[src/design/supply_monitor_pkg.sv]
// package: constants for the supply monitor and boost control block
// assumes: 100 mhz bus clock, avalon-mm register access with 32-bit words
// Notes on behaviour
// - undervoltage detectors off after reset; trip 1.7 V to 5.45 V in 250 mV steps.
// - analog undervoltage detector enabled by control bit 1, threshold in bits 7:4.
// - digital undervoltage detector enabled by control bit 0, threshold in bits 3:0.
// - undervoltage sticky bit sets on low supply, cleared by status read or power-on reset.
// - status bits update whenever a detector is enabled, interrupt used or not.
// - live status bit shows each undervoltage condition present right now.
// - reset-select bits 7:6 turn an enabled detector into a protected reset source.
// - undervoltage interrupt only when enabled and reset-select bit clear.
// - one overvoltage detector, 5.75 V fixed, control bit 3 picks analog or digital.
// - overvoltage detector off after reset, enabled and unmasked by control bit 2.
// - overvoltage sticky bit cleared by status read or write, or power-on reset.
// - live status bit shows overvoltage condition still present.
// - combined interrupt is OR of three sticky bits; software clears all three.
// - detection during sleep sampling waits for wakeup before interrupt is raised.
// - boost enable bit 3, voltage field bits 4:0; enabled at 1.8 V after startup.
// - boost mode active or standby in bits 6:5 of voltage and mode register.
// - active mode frequency select bits 1:0: 2 MHz, 500 kHz, 125 kHz.
// - thump bit 7 in standby gives one 1 us transistor pulse.
// - auto pulse mode bit 0 pulses on each 32 kHz edge while output is low.
// - boost status reports five comparator results in bits 4:0.
// - in sleep boost comparators off and boost output high impedance.
package supply_monitor_pkg;
  localparam int unsigned clk_mhz = 100;
  localparam int unsigned addr_w = 5;
  // ************************************************************
  // register byte offsets
  // ************************************************************
  localparam logic [addr_w-1:0] boost_voltage_mode_and_pulse_off = 5'h00;
  localparam logic [addr_w-1:0] boost_enable_and_frequency_off = 5'h04;
  localparam logic [addr_w-1:0] boost_auto_pulse_control_off = 5'h08;
  localparam logic [addr_w-1:0] boost_output_level_status_off = 5'h0c;
  localparam logic [addr_w-1:0] undervoltage_trip_levels_off = 5'h10;
  localparam logic [addr_w-1:0] voltage_monitor_control_off = 5'h14;
  localparam logic [addr_w-1:0] undervoltage_reset_select_off = 5'h18;
  localparam logic [addr_w-1:0] sticky_monitor_status_off = 5'h1c;
  // live status shares the sticky word, bits 6:4
  // ************************************************************
  // fields and reset values
  // ************************************************************
  localparam int unsigned dig_en_bit = 0;
  localparam int unsigned ana_en_bit = 1;
  localparam int unsigned ov_en_bit = 2;
  localparam int unsigned ov_sel_bit = 3;
  localparam int unsigned boost_en_bit = 3;
  localparam int unsigned thump_bit = 7;
  localparam logic [1:0] mode_active = 2'h1;
  localparam logic [1:0] mode_standby = 2'h2;
  localparam logic [7:0] vmode_reset = 8'h20; // 1.8 V code, active mode
  localparam logic [7:0] enfreq_reset = 8'h08;
  localparam logic [7:0] zero_reset = 8'h00;
  // ************************************************************
  // timing
  // ************************************************************
  localparam int unsigned thump_ns = 1000;
  localparam int unsigned thump_cycles = (thump_ns * clk_mhz + 999) / 1000;
  localparam int unsigned f2m_khz = 2000;
  localparam int unsigned f500_khz = 500;
  localparam int unsigned f125_khz = 125;
  localparam int unsigned div_2m = clk_mhz * 1000 / f2m_khz / 2;
  localparam int unsigned div_500k = clk_mhz * 1000 / f500_khz / 2;
  localparam int unsigned div_125k = clk_mhz * 1000 / f125_khz / 2;
  localparam int unsigned auto_pulse_ns = 100;
  localparam int unsigned auto_pulse_cycles = auto_pulse_ns * clk_mhz / 1000;
endpackage : supply_monitor_pkg

[src/design/supply_monitor.sv]
// supply monitor and boost control register block
// assumes: analog comparators and 32 khz clock arrive asynchronously on pins
//
// Chosen here: the register offsets and the Avalon-MM interface to the registers.
`timescale 1ns/1ps
module supply_monitor (
  input wire logic clk,
  input wire logic rst_n,
  input wire logic por_n,
  input wire logic ce,
  input wire logic [supply_monitor_pkg::addr_w-1:0] address,
  input wire logic read,
  input wire logic write,
  input wire logic [31:0] writedata,
  output logic [31:0] readdata,
  output logic waitrequest,
  input wire logic dig_low,
  input wire logic ana_low,
  input wire logic dig_high,
  input wire logic ana_high,
  input wire logic [4:0] boost_cmp,
  input wire logic clk32k,
  input wire logic sleep,
  input wire logic awake,
  output logic supply_monitor_interrupt,
  output logic protected_reset_path,
  output logic boost_switch,
  output logic boost_switch_oe,
  output logic [4:0] boost_vsel,
  output logic boost_run
);
  import supply_monitor_pkg::*;
  // ************************************************************
  // pin synchronisers: three stages, change when stages 2 and 3 agree
  // ************************************************************
  localparam int unsigned np = 10;
  logic [np-1:0] pin_in;
  logic [np-1:0] s1_r;
  logic [np-1:0] s2_r;
  logic [np-1:0] s3_r;
  logic [np-1:0] pin_r;
  logic [np-1:0] pin_nxt;
  assign pin_in = {clk32k, boost_cmp, ana_high, dig_high, ana_low, dig_low};
  // stages 2 and 3 agree: take it, else hold
  assign pin_nxt = (s2_r & s3_r) | (pin_r & (s2_r | s3_r));
  always_ff @(posedge clk or negedge rst_n) begin
    if (!rst_n) begin
      s1_r <= '0;
    end else if (ce) begin
      s1_r <= pin_in;
    end
  end
  always_ff @(posedge clk or negedge rst_n) begin
    if (!rst_n) begin
      s2_r <= '0;
    end else if (ce) begin
      s2_r <= s1_r;
    end
  end
  always_ff @(posedge clk or negedge rst_n) begin
    if (!rst_n) begin
      s3_r <= '0;
    end else if (ce) begin
      s3_r <= s2_r;
    end
  end
  always_ff @(posedge clk or negedge rst_n) begin
    if (!rst_n) begin
      pin_r <= '0;
    end else if (ce) begin
      pin_r <= pin_nxt;
    end
  end
  // ************************************************************
  // conditioned pins
  // ************************************************************
  logic dl;
  logic al;
  logic dh;
  logic ah;
  logic [4:0] cmp;
  logic k32;
  assign dl = pin_r[0];
  assign al = pin_r[1];
  assign dh = pin_r[2];
  assign ah = pin_r[3];
  assign cmp = pin_r[8:4];
  assign k32 = pin_r[9];
  // ************************************************************
  // registers
  // ************************************************************
  logic [7:0] vmode_r;
  logic [7:0] enfreq_r;
  logic [7:0] auto_r;
  logic [7:0] trip_r;
  logic [7:0] ctrl_r;
  logic [7:0] rsel_r;
  logic [2:0] sticky_r;
  logic ack_r;
  logic wait_r;
  wire ovsel = ctrl_r[ov_sel_bit];
  wire den = ctrl_r[dig_en_bit];
  wire aen = ctrl_r[ana_en_bit];
  wire oen = ctrl_r[ov_en_bit];
  wire ov_mon = ovsel ? ah : dh;
  // ************************************************************
  // bus decode
  // ************************************************************
  wire req = (read | write) & ~ack_r;
  wire wr = write & req;
  wire rd = read & req;
  wire hit_vm = address == boost_voltage_mode_and_pulse_off;
  wire hit_ef = address == boost_enable_and_frequency_off;
  wire hit_ap = address == boost_auto_pulse_control_off;
  wire hit_bs = address == boost_output_level_status_off;
  wire hit_tl = address == undervoltage_trip_levels_off;
  wire hit_ct = address == voltage_monitor_control_off;
  wire hit_rs = address == undervoltage_reset_select_off;
  wire hit_st = address == sticky_monitor_status_off;
  wire [7:0] wd = writedata[7:0];
  wire [2:0] live = {ov_mon & oen, al & aen, dl & den};
  // ************************************************************
  // sticky status: set wins over clear
  // ************************************************************
  wire st_rd = rd & hit_st;
  wire st_wr = wr & hit_st;
  wire [2:0] clr = {st_rd | st_wr, st_rd, st_rd};
  logic [2:0] sticky_nxt;
  assign sticky_nxt = (sticky_r & ~clr) | live;
  always_ff @(posedge clk or negedge por_n) begin
    if (!por_n) begin
      sticky_r <= 3'h0;
    end else if (ce) begin
      sticky_r <= sticky_nxt;
    end
  end
  // ************************************************************
  // read data
  // ************************************************************
  logic [7:0] rdmux;
  assign rdmux = hit_vm ? vmode_r :
                 hit_ef ? enfreq_r :
                 hit_ap ? auto_r :
                 hit_bs ? {3'h0, cmp} :
                 hit_tl ? trip_r :
                 hit_ct ? ctrl_r :
                 hit_rs ? rsel_r :
                 hit_st ? {1'b0, live, 1'b0, sticky_r} : 8'h00;
  always_ff @(posedge clk or negedge rst_n) begin
    if (!rst_n) begin
      readdata <= 32'h0;
    end else if (ce && rd) begin
      readdata <= {24'h0, rdmux};
    end
  end
  // ************************************************************
  // bus handshake
  // ************************************************************
  always_ff @(posedge clk or negedge rst_n) begin
    if (!rst_n) begin
      ack_r <= 1'b0;
    end else if (ce) begin
      ack_r <= req;
    end
  end
  always_ff @(posedge clk or negedge rst_n) begin
    if (!rst_n) begin
      wait_r <= 1'b1;
    end else if (ce) begin
      wait_r <= ~req;
    end
  end
  assign waitrequest = wait_r;
  // ************************************************************
  // control register next values
  // ************************************************************
  logic thump_done;
  logic [7:0] vmode_nxt;
  logic [7:0] enfreq_nxt;
  logic [7:0] auto_nxt;
  logic [7:0] trip_nxt;
  logic [7:0] ctrl_nxt;
  logic [7:0] rsel_nxt;
  always_comb begin
    vmode_nxt = vmode_r;
    if (wr && hit_vm) begin
      vmode_nxt = wd;
    end
    if (thump_done) begin
      vmode_nxt[thump_bit] = 1'b0;
    end
  end
  assign enfreq_nxt = (wr && hit_ef) ? wd : enfreq_r;
  assign auto_nxt = (wr && hit_ap) ? wd : auto_r;
  assign trip_nxt = (wr && hit_tl) ? wd : trip_r;
  assign ctrl_nxt = (wr && hit_ct) ? wd : ctrl_r;
  assign rsel_nxt = (wr && hit_rs) ? wd : rsel_r;
  // ************************************************************
  // control register storage
  // ************************************************************
  always_ff @(posedge clk or negedge rst_n) begin
    if (!rst_n) begin
      vmode_r <= vmode_reset;
    end else if (ce) begin
      vmode_r <= vmode_nxt;
    end
  end
  always_ff @(posedge clk or negedge rst_n) begin
    if (!rst_n) begin
      enfreq_r <= enfreq_reset;
    end else if (ce) begin
      enfreq_r <= enfreq_nxt;
    end
  end
  always_ff @(posedge clk or negedge rst_n) begin
    if (!rst_n) begin
      auto_r <= zero_reset;
    end else if (ce) begin
      auto_r <= auto_nxt;
    end
  end
  always_ff @(posedge clk or negedge rst_n) begin
    if (!rst_n) begin
      trip_r <= zero_reset;
    end else if (ce) begin
      trip_r <= trip_nxt;
    end
  end
  always_ff @(posedge clk or negedge rst_n) begin
    if (!rst_n) begin
      ctrl_r <= zero_reset;
    end else if (ce) begin
      ctrl_r <= ctrl_nxt;
    end
  end
  always_ff @(posedge clk or negedge rst_n) begin
    if (!rst_n) begin
      rsel_r <= zero_reset;
    end else if (ce) begin
      rsel_r <= rsel_nxt;
    end
  end
  // ************************************************************
  // interrupt and reset outputs
  // ************************************************************
  wire [1:0] lv_irq = sticky_r[1:0] & {aen & ~rsel_r[7], den & ~rsel_r[6]};
  wire irq_any = |lv_irq | (sticky_r[2] & oen);
  logic irq_r;
  logic prst_r;
  logic irq_nxt;
  logic prst_nxt;
  assign irq_nxt = irq_any & awake;
  assign prst_nxt = (al & aen & rsel_r[7]) | (dl & den & rsel_r[6]);
  always_ff @(posedge clk or negedge rst_n) begin
    if (!rst_n) begin
      irq_r <= 1'b0;
    end else if (ce) begin
      irq_r <= irq_nxt;
    end
  end
  always_ff @(posedge clk or negedge rst_n) begin
    if (!rst_n) begin
      prst_r <= 1'b0;
    end else if (ce) begin
      prst_r <= prst_nxt;
    end
  end
  assign supply_monitor_interrupt = irq_r;
  assign protected_reset_path = prst_r;
  // ************************************************************
  // boost mode decode
  // ************************************************************
  wire [1:0] bmode = vmode_r[6:5];
  wire ben = enfreq_r[boost_en_bit];
  wire act = ben & (bmode == mode_active) & ~sleep;
  wire stby = ben & (bmode == mode_standby) & ~sleep;
  logic [15:0] div_r;
  logic [15:0] pcnt_r;
  logic sw_r;
  logic k32_d_r;
  logic oe_r;
  wire [15:0] half = enfreq_r[1:0] == 2'h0 ? 16'(div_2m) :
                     enfreq_r[1:0] == 2'h1 ? 16'(div_500k) : 16'(div_125k);
  wire below = cmp[1];
  wire edge32 = k32 ^ k32_d_r;
  wire thump_go = stby & vmode_r[thump_bit] & (pcnt_r == 16'h0) & ~sw_r;
  wire auto_go = stby & auto_r[0] & edge32 & below & (pcnt_r == 16'h0);
  assign thump_done = vmode_r[thump_bit] & (~stby | thump_go);
  wire div_wrap = div_r + 16'h1 >= half;
  // ************************************************************
  // switch pulse generator
  // ************************************************************
  logic [15:0] div_nxt;
  logic [15:0] pcnt_nxt;
  logic sw_nxt;
  always_comb begin
    div_nxt = div_r;
    pcnt_nxt = 16'h0;
    sw_nxt = 1'b0;
    if (act) begin
      div_nxt = div_wrap ? 16'h0 : div_r + 16'h1;
      pcnt_nxt = pcnt_r;
      sw_nxt = div_wrap ? ~sw_r : sw_r;
    end else if (thump_go) begin
      pcnt_nxt = 16'(thump_cycles);
      sw_nxt = 1'b1;
    end else if (auto_go) begin
      pcnt_nxt = 16'(auto_pulse_cycles);
      sw_nxt = 1'b1;
    end else if (pcnt_r > 16'h1 && stby) begin
      pcnt_nxt = pcnt_r - 16'h1;
      sw_nxt = sw_r;
    end
  end
  // ************************************************************
  // boost state
  // ************************************************************
  always_ff @(posedge clk or negedge rst_n) begin
    if (!rst_n) begin
      div_r <= 16'h0;
    end else if (ce) begin
      div_r <= div_nxt;
    end
  end
  always_ff @(posedge clk or negedge rst_n) begin
    if (!rst_n) begin
      pcnt_r <= 16'h0;
    end else if (ce) begin
      pcnt_r <= pcnt_nxt;
    end
  end
  always_ff @(posedge clk or negedge rst_n) begin
    if (!rst_n) begin
      sw_r <= 1'b0;
    end else if (ce) begin
      sw_r <= sw_nxt;
    end
  end
  always_ff @(posedge clk or negedge rst_n) begin
    if (!rst_n) begin
      k32_d_r <= 1'b0;
    end else if (ce) begin
      k32_d_r <= k32;
    end
  end
  always_ff @(posedge clk or negedge rst_n) begin
    if (!rst_n) begin
      oe_r <= 1'b0;
    end else if (ce) begin
      oe_r <= ben & ~sleep;
    end
  end
  // ************************************************************
  // boost outputs
  // ************************************************************
  logic [4:0] vsel_r;
  logic run_r;
  always_ff @(posedge clk or negedge rst_n) begin
    if (!rst_n) begin
      vsel_r <= vmode_reset[4:0];
    end else if (ce) begin
      vsel_r <= vmode_r[4:0];
    end
  end
  always_ff @(posedge clk or negedge rst_n) begin
    if (!rst_n) begin
      run_r <= 1'b0;
    end else if (ce) begin
      run_r <= ben & ~sleep;
    end
  end
  assign boost_switch = sw_r;
  assign boost_switch_oe = oe_r;
  assign boost_vsel = vsel_r;
  assign boost_run = run_r;
endmodule : supply_monitor

[config.mk]
export PLATFORM = sky130hd
export DESIGN_NAME = supply_monitor
export DESIGN_NICKNAME = d
export VERILOG_FILES = /design/src/design/supply_monitor_pkg.sv /design/src/design/supply_monitor.sv
export SDC_FILE = /design/constraint.sdc
export NUM_CORES = 1
export LEC_CHECK = 0
export ABC_AREA = 1
export BUFFER_PORTS_ARGS = -buffer_cell sky130_fd_sc_hd__buf_2
export CAP_MARGIN = 10
export CORE_MARGIN = 5
export CORE_UTILIZATION = 52
export CTS_CLUSTER_DIAMETER = 60
export CTS_CLUSTER_SIZE = 14
export DETAILED_ROUTE_END_ITERATION = 8
export GPL_TIMING_DRIVEN = 1
export PLACE_DENSITY = 0.8
export REMOVE_ABC_BUFFERS = 1
export SETUP_SLACK_MARGIN = 0.2
export SYNTH_ARGS = -nofsm -noshare
export SYNTH_HDL_FRONTEND = slang
export SYNTH_SLANG_ARGS = --single-unit
[constraint.sdc]
create_clock -name clk -period 2 [get_ports clk]
set_input_delay 0.3 -clock clk [delete_from_list [all_inputs] [get_ports clk]]
set_output_delay 0.3 -clock clk [all_outputs]
set_load 0.02 [all_outputs]
# --- Word level (Yosys, flattened, before mapping) ---
# Cells that the tools add are included.
classes:
  eq_ne: 12
  bitwise_logic: 49
  n_mux: 22
  magnitude_cmp: 2
  addsub: 2
  n_reduce_logical: 23
ops:
  columns: ["operator", "count"]
  rows:
  - ["16-bit 2-to-1 mux", 4]
  - ["8-bit 2-to-1 mux", 8]
  - ["1-bit AND", 27]
  - ["10-bit AND", 2]
  - ["5-bit == test (second input constant)", 4]
  - ["10-bit OR", 2]
  - ["9-bit 2-to-1 mux", 2]
  - ["2-bit AND reduction", 9]
  - ["16-bit by 1-bit adder with 16-bit output (second input constant)", 1]
  - ["16-bit by 9-bit >= comparator with 1-bit output", 1]
  - ["16-bit by 1-bit > comparator with 1-bit output (second input constant)", 1]
  - ["16-bit zero test", 1]
  - ["16-bit by 1-bit subtractor with 16-bit output (second input constant)", 1]
  - ["5-bit by 4-bit == test with 1-bit output (second input constant)", 2]
  - ["1-bit logical AND", 8]
  - ["1-bit NOT", 8]
  - ["1-bit 2-to-1 mux", 7]
  - ["7-bit 2-to-1 mux", 1]
  - ["5-bit by 3-bit == test with 1-bit output (second input constant)", 1]
  - ["5-bit zero test", 1]
  - ["1-bit OR", 5]
  - ["2-bit by 1-bit == test with 1-bit output (second input constant)", 2]
  - ["4-bit != test (second input constant)", 1]
  - ["3-bit AND", 1]
  - ["10 further kinds", 10]
word_totals:
  input_bits: 55
  register_bits: 143
  output_inout_bits: 43
  word_cells: 133

# --- Logic depth before layout (Yosys ltp) ---
logic_depth:
  word_depth: 10
  mapped_depth: 22
  ltp_nobuf: 22

# --- Worst setup path before layout ---
# No wires, ideal clock.
synth_path:
  path_kind: "reg2reg"
  startpoint: "register div_r[2]"
  endpoint: "register sw_r, in the netlist boost_switch"
  setup_time_ns: 0.117
  n_path_buf: 0
  arrival_ns: 2.021
  period_less_slack_ns: 2.138
  setup_slack_ns: -0.138
  stages_incl_launch_ff: 22
  required_time_ns: 1.883
  path_cell_list: "dfrtp_1 > nand2_1 > nor2_2 > nand2_1 > nor2_1 > xnor2_1 > inv_1 > ha_1 > nand2_1 > inv_1 > nand2_1 > nand2_1 > nand2_1 > nand2_1 > nand2_1 > nand2_1 > nand2_1 > nand3_2 > nand2_2 > nand2_1 > nand2_1 > nand2_1"
synth_between:
  elab_chain_cells: 4
synth_rtl:
  columns: ["element", "line", "source"]
  rows:
  - ["start, declared", "supply_monitor.sv:277", "logic [15:0] div_r;"]
  - ["start signal, assigned", "supply_monitor.sv:322", "div_r <= div_nxt;"]
  - ["16-bit by 1-bit adder with 16-bit output", "supply_monitor.sv:289", "wire div_wrap = div_r + 16'h1 >= half;"]
  - ["16-bit by 9-bit >= comparator with 1-bit output", "supply_monitor.sv:289", null]
  - ["2-bit by 1-bit != test with 1-bit output (no line)", null, null]
  - ["3-bit AND reduction (no line)", null, null]
  - ["end signal, assigned", "supply_monitor.sv:336", "sw_r <= sw_nxt;"]
  - ["end, declared", "supply_monitor.sv:279", "logic sw_r;"]
# No other way between the ends.
# A chain may end at the register's enable or synchronous reset.

# --- Worst setup path in the final report ---
layout_path:
  startpoint: "register div_r[1]"
  endpoint: "register sw_r, in the netlist boost_switch"
# The elaborated chain is that of the path after synthesis.

==> impl_summary.txt <==
----------------------------------------------------
[Routing]
  Ratio of routed vias to standard cells ... 5.34
  WL per Instance ... 15.1 µm
  Post-route DRC ... 0
  Vias ... 6080
  Drt first pass iters ... 5
  Antenna-violating nets left ... 0
  Number of violations reported at the end of detailed-routing iteration 0 ... 628
  Sum of routed wire length over all layers ... 17200 µm

[Setup path]
  Required arrival time at the worst endpoint ... 2.32 ns
  Data arrival time of the worst path ... 2.63 ns
  Worst setup startpoint ... div_r[1]
  Worst Reg-to-Reg Cells ... 21
  Type of element capturing the critical path ... register
  Crit start category ... register
  Max FO, Critical Path ... 5
  R2R Path Start ... div_r[1]
  Start-to-end type of the worst setup path ... register to register

[Cells and area]
  Signed area change from the synthesized netlist to the final layout ... 21.5%
  Inserted Diodes ... 0
  Design area ... 0.00846 mm²
  NumNets Final ... 1016
  Core utilization of the finished layout ... 64.1%
  Share of cells above drive strength 1 ... 20.0%

[Pwr]
  Seq pwr share ... 43.6%
  Gate power share ... 13.2%
  Largest voltage drop on the vdd net ... 0.483 mV
  Internal power ... 5.71 mW
  Psw ... 2.08 mW
  Power density of the placed cells ... 922 mW/mm²
  Clock group share of total power ... 43.2%
  Pleak ... 4.26 nW
  Net Sw Frac ... 26.7%

[Synthesis]
  Share of synthesized registers carrying an async set or reset ... 100%
  Synth warnings ... 0
  Gate count of the mapped netlist ... 860
  Top cell type's share of synthesized area ... 50.4%
  Most common cell in the netlist ... sky130_fd_sc_hd__nand2_1
  Number of flops mapped to enable cells by yosys ... 0
  Register bit total from synthesis ... 143
  Sequential fraction of the synthesis area ... 51.5%
  Per-instance average area after synthesis ... 8.09 µm²
  Leading cell types by count after synthesis ... sky130_fd_sc_hd__nand2_1, sky130_fd_sc_hd__dfrtp_1, sky130_fd_sc_hd__o21ai_0
  Top FF cell, synth ... sky130_fd_sc_hd__dfrtp_1
  Top cells by area in the synthesized netlist ... sky130_fd_sc_hd__dfrtp_1, sky130_fd_sc_hd__nand2_1, sky130_fd_sc_hd__o21ai_0
  Yosys top cell by area ... sky130_fd_sc_hd__dfrtp_1
  Number of distinct library cells after synthesis ... 35
  Combined area of all synthesized cells ... 0.00696 mm²

[CTS]
  Cell at the root of the clock tree ... sky130_fd_sc_hd__clkbuf_16
  Skew-Pair Late Insertion Delay ... 0.42 ns
  Clock input transition at the sequential cells of the worst setup and hold paths ... 0.06 ns
  Cts bufs inserted ... 17
  Clock tree from TritonCTS ... built
  Worst-case clock buffer depth ... 2
  Number of sinks driven by the clock tree ... 143
  H-tree depth ... 4

[Hold path]
  Worst Min Path Start ... boost_cmp[1]
  Worst min path class ... input pin to register
  Hold-critical path depth ... 3

[GRT]
  Vias in the first global route ... 5816
  First-pass GRT wire length ... 27700 µm
  Total track usage ... 21.5%
  Antenna violations before repair ... 0
  Maximum number of pins on one net before global-route repair ... 56
  Total congestion overflow after global routing ... 0

[Die]
  Chip width ... 126 µm
  DIE HEIGHT ... 126 µm
  Full die area ... 0.0158 mm²
  Std cell rows ... 42
  Area of the core ... 0.0132 mm²
  I/O pin total ... 98
  Starting density of the core ... 52.7%

[STA]
  Worst slew pin tran ... 0.539 ns
  Final hold violations ... 0
  Share of the clock period used by the worst path ... 116%
  Sum of negative setup slack ... -2.55 ns
  RSZ-0062 raised after global routing ... yes
  Final setup slack of the worst path ... -0.317 ns
  Final setup violation count ... 10
  Relative slew slack ... 64.0%
  Setup clock skew after layout ... 0.00472 ns
  Final number of max-transition violations ... 0
  Highest attainable clock frequency ... 0.432 GHz
  Final period demand of the worst path ... 2.32 ns

[Placement]
  Port Buffer Count ... 49
  Total cell area at the placement stage ... 0.00749 mm²
  GPL Wtd Cong ... 0.865
  Half-perimeter wire length after placement ... 11200 µm

[Run]
  Reported max-cap violation count ... 0

[Status]
  Violated checks ... negative setup slack
  Run status ... complete, but fails checks

----------------------------------------------------
worst max-delay path, cell delays in order, from the launching register on:
cell                      delay [ns]
sky130_fd_sc_hd__dfrtp_2        0.42
sky130_fd_sc_hd__nand2_2        0.08
sky130_fd_sc_hd__nor2_2         0.12
sky130_fd_sc_hd__nand2_1        0.10
sky130_fd_sc_hd__nor2_2         0.13
sky130_fd_sc_hd__xnor2_1        0.13
sky130_fd_sc_hd__inv_1          0.11
sky130_fd_sc_hd__ha_4           0.24
sky130_fd_sc_hd__nand2_2        0.07
sky130_fd_sc_hd__inv_2          0.03
sky130_fd_sc_hd__nand2_1        0.05
sky130_fd_sc_hd__nand2_1        0.04
sky130_fd_sc_hd__nand2_1        0.06
sky130_fd_sc_hd__nand2_1        0.05
sky130_fd_sc_hd__nand2_1        0.05
sky130_fd_sc_hd__nand2_1        0.05
sky130_fd_sc_hd__nand2_2        0.09
sky130_fd_sc_hd__nand3_4        0.11
sky130_fd_sc_hd__nand2_2        0.11
sky130_fd_sc_hd__nand2_1        0.05
sky130_fd_sc_hd__nand2_1        0.06
sky130_fd_sc_hd__nand2_1        0.04
power by group through the flow:
stage	clock, mW	combinational [mW]	sequential [mW]
after floorplan	0	0.544	3.42
after global placement	0	0.874	3.42
after detailed placement	0	0.906	3.44
after CTS	3.41	0.969	3.39
after global routing	3.56	1.16	3.44
final	3.37	1.03	3.40
cells in the final DEF, fill, tap and decap left out, drive strengths merged, types with 14 or more instances in the layout:
| cell type | n |
|---|---|
| nand2 | 294 |
| dfrtp | 140 |
| buf | 93 |
| o21ai | 90 |
| inv | 78 |
| nor2 | 73 |
| conb | 24 |
| a21oi | 23 |
| nand3 | 23 |
| clkbuf | 19 |
| nand4 | 15 |
| xor2 | 14 |
repair_timing:
item	4_1_cts	5_1_grt
endpoints found under the hold margin	52	0
hold buffers	2	0
pin swaps	1	20
endpoints found under the setup margin	24	33
gates cloned	1	1
resized for setup	14	52
buffers inserted	2	9
registers in the layout, summed over array words and instances (netlist names), 3 cells and up:
| name | cells |
|---|---|
| ctrl_r | 8 |
| enfreq_r | 8 |
| pin_r | 10 |
| readdata | 8 |
| s2_r | 10 |
| vmode_r | 8 |
| s3_r | 10 |
| pcnt_r | 16 |
| sticky_r | 3 |
| boost_vsel | 5 |
| trip_r | 8 |
| div_r | 16 |
| s1_r | 10 |
| rsel_r | 8 |
| auto_r | 8 |
path summary, 6_finish.rpt:
check | to | slack [ns]
worst max-delay path | boost_switch | -0.32
worst min register to register | boost_vsel[4] | 0.46
max in group asynchronous | pcnt_r[14] | 0.90
min in group asynchronous | sticky_r[1] | 0.20
worst min-delay path | s1_r[5] | 0.07
worst max register to register | boost_switch | -0.32
logic make-up (layout without fill, tap and decap cells):
family | count (synthesis) | count (layout) | synth area share, %
adders and majority gates | 11 | 11 | 1.98
and+or+nand+nor | 418 | 419 | 24.6
DFF | 143 | 143 | 51.5
xor gates and xnor gates | 22 | 22 | 2.77
AOI/OAI and AO/OA | 138 | 138 | 10.8
other | 1 | 24 | 0.0539
buffers and inverters | 127 | 206 | 8.29
metrics by stage:
step / worst slack [ns] / std cells / hold slack, ns / total power [mW]
2_1_floorplan: -0.145 / 834 / 0.00441 / 3.96
3_3_place_gp: -0.215 / 1092 / 0.101 / 4.30
3_5_place_dp: -0.268 / 1092 / 0.102 / 4.34
4_1_cts: -0.204 / 1129 / 0.0561 / 7.77
5_1_grt: -0.444 / 1139 / 0.0694 / 8.16
6_report: -0.317 / 1139 / 0.0707 / 7.79
per-layer routing:
metal	global-route usage (%)	share of wire (%)	up-vias
li1	-	-	2897
met1	28.9	42	2912
met2	34.2	49	231
met3	4.74	6.1	40
met4	8.48	2.6	0
met5	0	0	-
final cells by class:
| cell class | instances | area, µm² |
|---|---|---|
| clock buffers | 19 | 453 |
| repair inverters | 1 | 7.51 |
| multi-input cells | 614 | 3090 |
| well taps | 176 | 220 |
| inverters | 78 | 297 |
| flip-flops and latches | 143 | 3580 |
| clock inverters | 13 | 184 |
| repair buffers | 95 | 622 |
| fillers | 1069 | 4730 |
No activity file was read; power rests on OpenSTA's default activity.
